$ cat src/hdl/pmim_map.vh
`ifndef PMIM_MAP_VH
`define PMIM_MAP_VH

// register port geometry
`define PMIM_ADDR_W            12
`define PMIM_DATA_W            32

// register offsets, word addressed on the plain port
`define PMIM_OFS_IRQ_MASK      12'h406
`define PMIM_OFS_ALERT_MASK    12'h407
`define PMIM_OFS_IRQ_STATUS    12'h480
`define PMIM_OFS_ALERT_STATUS  12'h481
`define PMIM_OFS_OC_CFG        12'h482
`define PMIM_OFS_SOFT_RST      12'h483

// reset values
`define PMIM_RST_IRQ_MASK      32'h0000_0000
`define PMIM_RST_ALERT_MASK    32'h0000_0000
`define PMIM_RST_OC_CFG        4'h0

// writable bits; every other bit reads zero
`define PMIM_WR_IRQ_MASK       32'h80F6_FFFF
`define PMIM_WR_ALERT_MASK     32'h0001_FE00
`define PMIM_OC_CFG_W          4

// interrupt mask and status bit positions
`define PMIM_B_FAULT3          31
`define PMIM_B_SAG_A           23
`define PMIM_B_SURGE_C         22
`define PMIM_B_SURGE_B         21
`define PMIM_B_SURGE_A         20
`define PMIM_B_ORDER           18
`define PMIM_B_OC              17
`define PMIM_B_ZXI_C           15
`define PMIM_B_ZXI_A           13
`define PMIM_B_COMBINED_VOLTAGE_CROSSING_IRQ_EN          12
`define PMIM_B_ZXV_C           11
`define PMIM_B_ZXV_A           9
`define PMIM_B_ZXTO_C          8
`define PMIM_B_ZXTO_A          6
`define PMIM_B_IDLE_HI         5
`define PMIM_B_IDLE_LO         0

// alert mask and alert status bit positions
`define PMIM_A_WAVEFORM_SAMPLES_READY_EN          16
`define PMIM_A_IDLE_HI         15
`define PMIM_A_IDLE_LO         10
`define PMIM_A_NEG4            9

// soft reset control bit
`define PMIM_B_SOFT_RST        0

`endif

$ cat src/hdl/pmim_sticky.v
`timescale 1ns/1ns
`default_nettype none

module pmim_sticky (
    input  wire        clk_in,       // system clock
    input  wire        rst_n_in,     // synchronised reset, active low
    input  wire        ce_in,        // clock enable
    input  wire [31:0] set_in,       // per-bit set pulses
    input  wire [31:0] clr_in,       // per-bit clear pulses
    input  wire        soft_clr_in,  // clears every bit
    output wire [31:0] flags_out     // sticky flags
);

    // one sticky cell per bit, set beats any clear
    genvar i;
    generate
        for (i = 0; i < 32; i = i + 1) begin : g_bit
            reg flag_r;
            always @(posedge clk_in or negedge rst_n_in) begin
                if (!rst_n_in) begin
                    flag_r <= 1'b0;
                end else if (ce_in) begin
                    flag_r <= set_in[i] | (flag_r & ~clr_in[i] & ~soft_clr_in);
                end
            end
            assign flags_out[i] = flag_r;
        end
    endgenerate

endmodule // pmim_sticky

`default_nettype wire

$ cat src/hdl/pmim_top.v
// Strobed register access was left to the implementer.
`timescale 1ns/1ns
`default_nettype none
`include "pmim_map.vh"

module pmim_top (
    input  wire        clk_in,                      // 20 MHz system clock
    input  wire        rst_n_in,                    // async reset, active low
    input  wire        ce_in,                       // clock enable, freezes state when low
    input  wire [11:0] addr_in,                     // register word address
    input  wire [31:0] wdata_in,                    // register write data
    input  wire        wr_in,                       // write strobe
    input  wire        rd_in,                       // read strobe
    output wire [31:0] rdata_out,                   // read data, cycle after rd_in
    input  wire        phase_a_sag_in,              // pulse: phase A enters sag
    input  wire [2:0]  surge_in,                    // pulses: surge entry, [2]=C .. [0]=A
    input  wire        phase_order_fault_in,        // pulse: phase sequence error
    input  wire [3:0]  overcurrent_in,              // pulses: overcurrent, [3]=N .. [0]=A
    input  wire [2:0]  current_crossing_in,         // pulses: current crossing, [2]=C
    input  wire        combined_crossing_in,        // pulse: combined voltage crossing
    input  wire [2:0]  voltage_crossing_in,         // pulses: voltage crossing, [2]=C
    input  wire [2:0]  crossing_timeout_in,         // pulses: missing crossing, [2]=C
    input  wire [5:0]  idle_state_in,               // levels: category idle, order as mask
    input  wire        samples_ready_in,            // pulse: new waveform samples
    input  wire        fault_three_in,              // pulse: fault three occurred
    input  wire        energy_pulse_out_four_in,    // level: pulse output four
    input  wire        pulse4_negative_in,          // level: current pulse four sign negative
    output wire        irq_out,                     // interrupt, active high level
    output wire        alert_n_out                  // alert pin, active low level
);

    // reset release through two flops
    reg rst_s1_r;
    reg rst_s2_r;
    wire rst_n;

    always @(posedge clk_in or negedge rst_n_in) begin
        if (!rst_n_in) begin
            rst_s1_r <= 1'b0;
            rst_s2_r <= 1'b0;
        end else begin
            rst_s1_r <= 1'b1;
            rst_s2_r <= rst_s1_r;
        end
    end

    assign rst_n = rst_s2_r;

    // software visible state
    reg  [31:0] irq_mask_r;
    reg  [31:0] alert_mask_r;
    reg  [3:0]  overcurrent_channel_enables_r;
    reg  [31:0] rdata_r;
    reg         irq_r;
    reg         alert_n_r;
    reg  [5:0]  idle_prev_r;
    reg         pulse4_prev_r;
    reg         neg4_flag_r;
    reg         soft_clr_r;

    wire [31:0] irq_status;
    wire [31:0] alert_sticky;
    wire [31:0] irq_set;
    wire [31:0] irq_clr;
    wire [31:0] alert_set;
    wire [31:0] alert_clr;
    wire [31:0] alert_src;
    wire [5:0]  idle_change;
    wire        oc_hit;
    wire        pulse4_fall;
    wire        wr_irq_mask;
    wire        wr_alert_mask;
    wire        wr_irq_status;
    wire        wr_alert_status;
    wire        wr_oc_cfg;
    wire        wr_soft_rst;

    // write decode
    assign wr_irq_mask     = wr_in && (addr_in == `PMIM_OFS_IRQ_MASK);
    assign wr_alert_mask   = wr_in && (addr_in == `PMIM_OFS_ALERT_MASK);
    assign wr_irq_status   = wr_in && (addr_in == `PMIM_OFS_IRQ_STATUS);
    assign wr_alert_status = wr_in && (addr_in == `PMIM_OFS_ALERT_STATUS);
    assign wr_oc_cfg       = wr_in && (addr_in == `PMIM_OFS_OC_CFG);
    assign wr_soft_rst     = wr_in && (addr_in == `PMIM_OFS_SOFT_RST);

    // mask and config registers, reserved bits forced to zero
    always @(posedge clk_in or negedge rst_n) begin
        if (!rst_n) begin
            irq_mask_r                    <= `PMIM_RST_IRQ_MASK;
            alert_mask_r                  <= `PMIM_RST_ALERT_MASK;
            overcurrent_channel_enables_r <= `PMIM_RST_OC_CFG;
        end else if (ce_in) begin
            if (wr_irq_mask) begin
                irq_mask_r <= wdata_in & `PMIM_WR_IRQ_MASK;
            end
            if (wr_alert_mask) begin
                alert_mask_r <= wdata_in & `PMIM_WR_ALERT_MASK;
            end
            if (wr_oc_cfg) begin
                overcurrent_channel_enables_r <= wdata_in[3:0];
            end
        end
    end

    // soft reset pulse, one cycle after the write
    always @(posedge clk_in or negedge rst_n) begin
        if (!rst_n) begin
            soft_clr_r <= 1'b0;
        end else if (ce_in) begin
            soft_clr_r <= wr_soft_rst && wdata_in[`PMIM_B_SOFT_RST];
        end
    end

    // history for idle change and pulse four fall detection
    always @(posedge clk_in or negedge rst_n) begin
        if (!rst_n) begin
            idle_prev_r   <= 6'h00;
            pulse4_prev_r <= 1'b0;
        end else if (ce_in) begin
            idle_prev_r   <= idle_state_in;
            pulse4_prev_r <= energy_pulse_out_four_in;
        end
    end

    assign idle_change = idle_state_in ^ idle_prev_r;
    assign pulse4_fall = pulse4_prev_r & ~energy_pulse_out_four_in;

    // sign of the last pulse four, taken as the pulse falls
    always @(posedge clk_in or negedge rst_n) begin
        if (!rst_n) begin
            neg4_flag_r <= 1'b0;
        end else if (ce_in) begin
            if (pulse4_fall) begin
                neg4_flag_r <= pulse4_negative_in;
            end
        end
    end

    // overcurrent counts only on enabled channels
    assign oc_hit = |(overcurrent_in & overcurrent_channel_enables_r);

    // interrupt event set vector
    assign irq_set[`PMIM_B_FAULT3]   = fault_three_in;
    assign irq_set[30:24]            = 7'h00;
    assign irq_set[`PMIM_B_SAG_A]    = phase_a_sag_in;
    assign irq_set[`PMIM_B_SURGE_C]  = surge_in[2];
    assign irq_set[`PMIM_B_SURGE_B]  = surge_in[1];
    assign irq_set[`PMIM_B_SURGE_A]  = surge_in[0];
    assign irq_set[19]               = 1'b0;
    assign irq_set[`PMIM_B_ORDER]    = phase_order_fault_in;
    assign irq_set[`PMIM_B_OC]       = oc_hit;
    assign irq_set[16]               = 1'b0;
    assign irq_set[`PMIM_B_ZXI_C:`PMIM_B_ZXI_A]   = current_crossing_in;
    assign irq_set[`PMIM_B_COMBINED_VOLTAGE_CROSSING_IRQ_EN]                = combined_crossing_in;
    assign irq_set[`PMIM_B_ZXV_C:`PMIM_B_ZXV_A]   = voltage_crossing_in;
    assign irq_set[`PMIM_B_ZXTO_C:`PMIM_B_ZXTO_A] = crossing_timeout_in;
    assign irq_set[`PMIM_B_IDLE_HI:`PMIM_B_IDLE_LO] = idle_change;

    // write one to clear; fault three ignores it and waits for a reset
    assign irq_clr = wr_irq_status ? (wdata_in & ~(32'h0000_0001 << `PMIM_B_FAULT3))
                                   : 32'h0000_0000;

    pmim_sticky u_irq_status (
        .clk_in      (clk_in),
        .rst_n_in    (rst_n),
        .ce_in       (ce_in),
        .set_in      (irq_set),
        .clr_in      (irq_clr),
        .soft_clr_in (soft_clr_r),
        .flags_out   (irq_status)
    );

    // sticky samples ready flag for the alert path
    assign alert_set = {15'h0000, samples_ready_in, 16'h0000};
    assign alert_clr = wr_alert_status ? wdata_in : 32'h0000_0000;

    pmim_sticky u_alert_status (
        .clk_in      (clk_in),
        .rst_n_in    (rst_n),
        .ce_in       (ce_in),
        .set_in      (alert_set),
        .clr_in      (alert_clr),
        .soft_clr_in (soft_clr_r),
        .flags_out   (alert_sticky)
    );

    // alert sources, same layout as the alert mask
    assign alert_src[31:17]            = 15'h0000;
    assign alert_src[`PMIM_A_WAVEFORM_SAMPLES_READY_EN]   = alert_sticky[`PMIM_A_WAVEFORM_SAMPLES_READY_EN];
    assign alert_src[`PMIM_A_IDLE_HI:`PMIM_A_IDLE_LO] = idle_state_in;
    assign alert_src[`PMIM_A_NEG4]     = neg4_flag_r;
    assign alert_src[8:0]              = 9'h000;

    // output flops: interrupt and alert follow separate masks
    always @(posedge clk_in or negedge rst_n) begin
        if (!rst_n) begin
            irq_r     <= 1'b0;
            alert_n_r <= 1'b1;
        end else if (ce_in) begin
            irq_r     <= |(irq_status & irq_mask_r);
            alert_n_r <= ~|(alert_src & alert_mask_r);
        end
    end

    // read data, one cycle after the strobe, zero otherwise
    always @(posedge clk_in or negedge rst_n) begin
        if (!rst_n) begin
            rdata_r <= 32'h0000_0000;
        end else if (ce_in) begin
            if (rd_in) begin
                case (addr_in)
                    `PMIM_OFS_IRQ_MASK:     rdata_r <= irq_mask_r;
                    `PMIM_OFS_ALERT_MASK:   rdata_r <= alert_mask_r;
                    `PMIM_OFS_IRQ_STATUS:   rdata_r <= irq_status;
                    `PMIM_OFS_ALERT_STATUS: rdata_r <= alert_src;
                    `PMIM_OFS_OC_CFG:       rdata_r <= {28'h000_0000, overcurrent_channel_enables_r};
                    default:                rdata_r <= 32'h0000_0000;
                endcase
            end else begin
                rdata_r <= 32'h0000_0000;
            end
        end
    end

    assign rdata_out   = rdata_r;
    assign irq_out     = irq_r;
    assign alert_n_out = alert_n_r;

endmodule // pmim_top

`default_nettype wire

$ cat config.mk
export PLATFORM = sky130hd
export DESIGN_NAME = pmim_top
export DESIGN_NICKNAME = d
export VERILOG_FILES = /design/src/hdl/pmim_sticky.v /design/src/hdl/pmim_top.v
export VERILOG_INCLUDE_DIRS = /design/src /design/src/hdl
export SDC_FILE = /design/constraint.sdc
export NUM_CORES = 1
export LEC_CHECK = 0
export BUFFER_PORTS_ARGS = -buffer_cell sky130_fd_sc_hd__buf_2
export CAP_MARGIN = 40
export CORE_MARGIN = 3
export CORE_UTILIZATION = 45
export CTS_BUF_LIST = sky130_fd_sc_hd__clkbuf_4 sky130_fd_sc_hd__clkbuf_8
export CTS_CLUSTER_DIAMETER = 30
export DETAILED_ROUTE_END_ITERATION = 8
export PLACE_DENSITY_LB_ADDON = 0.15
export SETUP_SLACK_MARGIN = 0.1
export SYNTH_ARGS = -nofsm -noshare
export SYNTH_HDL_FRONTEND = slang
export SYNTH_HIERARCHICAL = 1
export SYNTH_SLANG_ARGS = --single-unit
$ cat constraint.sdc
create_clock -name clk_in -period 10.5 [get_ports clk_in]
set_input_delay 1.05 -clock clk_in [delete_from_list [all_inputs] [get_ports clk_in]]
set_output_delay 1.05 -clock clk_in [all_outputs]
set_load 0.03 [all_outputs]
==> metrics.md <==
| Metric | Value |
|---|---|
| Drt via density | `5.61` |
| Crit Path Class | `input pin to register` |
| Hold_buf cts | `0` |
| Worst clock skew | `approximately 0.0067 ns` |
| Routed Antenna Nets | `0` |
| Clock sinks | `113` |
| Reg2Reg Setup Slack | `8.98 ns` |
| Relative slew slack | `47.9%` |
| P_leak | `about 3 nW` |
| Hold crit path type | `register to async pin` |
| WL final | `14600 um` |
| Crit path time final | `3.12 ns` |
| Cell Area, Synth | `5590 um^2` |
| Root Driver | `clkbuf_8` |
| Via count | `4042` |
| Crit Path Max Fanout | `18` |
| Final hold violation count | `0` |
| HPWL after detailed placement | `10200 um` |
| CTS tree | `done` |
| Hold slack | `0.282 ns` |
| Area taken by multi-input logic gates | `roughly 2300 um^2` |
| Max stage delay on crit path | `0.64 ns` |
| Worst-skew pair later-pin latency | `0.43 ns` |
| Setup TNS | `0 ns` |
| Row cnt | `40` |
| Diodes inserted | `0` |
| Reg clk slew, reported paths | `0.07 ns` |
| Die Wd | `117 um` |
| RD Place Congestion | `0.845` |
| F_max | `between 300 and 400 MHz` |
| GR Util All Layers | `a little over a fifth` |
| Starting DRT DRC Count | `284` |
| Core Region | `12100 um^2` |
| Global route overflow | `0` |
| Post-cts resize count | `0` |
| Layout cells sized above 1 | `roughly 37%` |
| Slew Limit Fails | `0` |
| P per Cell Area | `138 nW/um^2` |
| H-tree levels | `4` |
| CP top delay family | `simple AND/OR/NAND/NOR gates` |
| Syn. warnings | `6` |
| First-pass GRT wire length | `23400 um` |
| Gate Count Post-Synth | `462` |
| Worst-margin pin slew | `approximately 0.78 ns` |
| Initial antenna violation count | `0` |
| Post-CTS setup buffer count | `0` |
| CP arrival | `~3.4 ns` |
| WL per Instance | `a little over 20 um` |
| Fillers | `1085` |
| WP buf/inv | `2` |
| Period utilization | `29.7%` |
| Area of the die | `13800 um^2` |
| Area growth, synth to finish | `15.1%` |
| Die Ht | `117 um` |
| Worst setup EP type | `register` |
| CP Cell Sequence | `buf_2 -> or4b_4 -> nor3_4 -> and3_1 -> buf_8 -> and2_1 -> o21ai_0 -> a22o_1` |
| Io pins | `between 100 and 150` |
| Critical Path RT | `10.82 ns` |
| Reg area | `2830 um^2` |
| Pin count of the biggest net entering global routing | `84` |
| Worst VDD drop | `around 0.000090 V` |
| DRC | `0` |
| Max-cap violation count | `0` |
| CTS Buffer Depth | `2` |
| RSZ-0062 raised after global routing | `no` |
| DRT Pass-1 Iters | `4` |
| Setup Viol. Count Final | `0` |
| Crit path launch type | `input pin` |
| Initial Util | `about 46%` |
| Outcome | `completed` |
| Vias in the first global route | `4210` |
| Syn Area/Cell | `12.1 um^2` |
| IO Port Bufs | `111` |
| Worst path slowest cell | `and3_1` |
| Num CTS Buffers | `17` |
| Final nets | `a little over 600` |
[layer usage]
layer  share of wire (%)  vias up  GRT usage (%)  routed length [um]
li1                    -     1851              -                   -
met1                  44     2016           29.1                6380
met2                  48      153           34.7                7040
met3                 6.4       22           6.87                 929
met4                 1.7        0           6.37                 247
met5                   0        -              0                   0
[metrics by stage]
stage	utilization, %	instances	total power (W)	setup slack (ns)	cell area (um^2)
after global routing	53.4	721	0.000928	7.33	6440
after CTS	53.4	721	0.000901	7.42	6440
after floorplan	-	471	0.000486	7.12	5630
after global placement	49.5	686	0.000511	6.81	5970
after detailed placement	50.3	691	0.000514	7.00	6070
final	53.4	721	0.000891	7.38	6440
[flip-flops by register name, summed over array words and instances, names as in the netlist]
signal,count
rdata_out,32
u_irq_status/g_bit.flag_r,32
irq_mask_r,23
alert_mask_r,8
idle_prev_r,6
overcurrent_channel_enables_r,4
alert_n_out,1
irq_out,1
neg4_flag_r,1
pulse4_prev_r,1
rst_n,1
rst_s1_r,1
soft_clr_r,1
u_alert_status/g_bit.flag_r,1
[area by class of cell]
class                   count  share of cell area [%]
flip-flops and latches    113                    44.0
multi-input cells         287                    36.1
repair buffers            121                    10.7
clock buffers              24                    4.93
well taps                 168                    3.26
clock inverters             6                   0.855
inverters                   2                   0.117
[layout by cell type, fill, tap and decap left out, types with 2 or more instances in the layout]
cell,count
o21ai_0,35
buf_2,111
clkbuf_8,22
nand3b_1,2
o22a_1,8
mux2_2,42
a221oi_1,6
and3_1,3
a22o_1,51
nand4_1,6
clkbuf_4,2
and4_1,3
clkinv_2,5
inv_1,2
buf_8,2
and2_1,33
conb_1,11
buf_4,5
xor2_1,6
nand2_1,3
buf_16,2
nor2b_1,2
nand2b_1,2
dfrtp_1,111
nor2_1,2
mux2i_1,14
o2bb2ai_1,23
a32oi_1,4
a22oi_1,17
[power by group]
group          switching, W  total (W)  internal [W]
sequential       0.00000637   0.000448      0.000441
combinational     0.0000340  0.0000572     0.0000232
clock              0.000167   0.000386      0.000219
total              0.000207   0.000891      0.000684
[final timing paths]
| path | start | end | cells after the start |
|---|---|---|---|
| worst max-delay path | addr_in[9] | u_irq_status/g_bit[17].flag_r | 8 |
| worst min-delay path | rst_n | rdata_out[6] | 0 |
| worst max register to register | irq_mask_r[8] | irq_out | 4 |
| worst min register to register | rst_n | rdata_out[6] | 0 |
| max in group asynchronous | rst_n | rdata_out[19] | 2 |
| min in group clk_in | rst_s1_r | rst_n | 0 |
No activity file was read; power rests on OpenSTA's default activity.
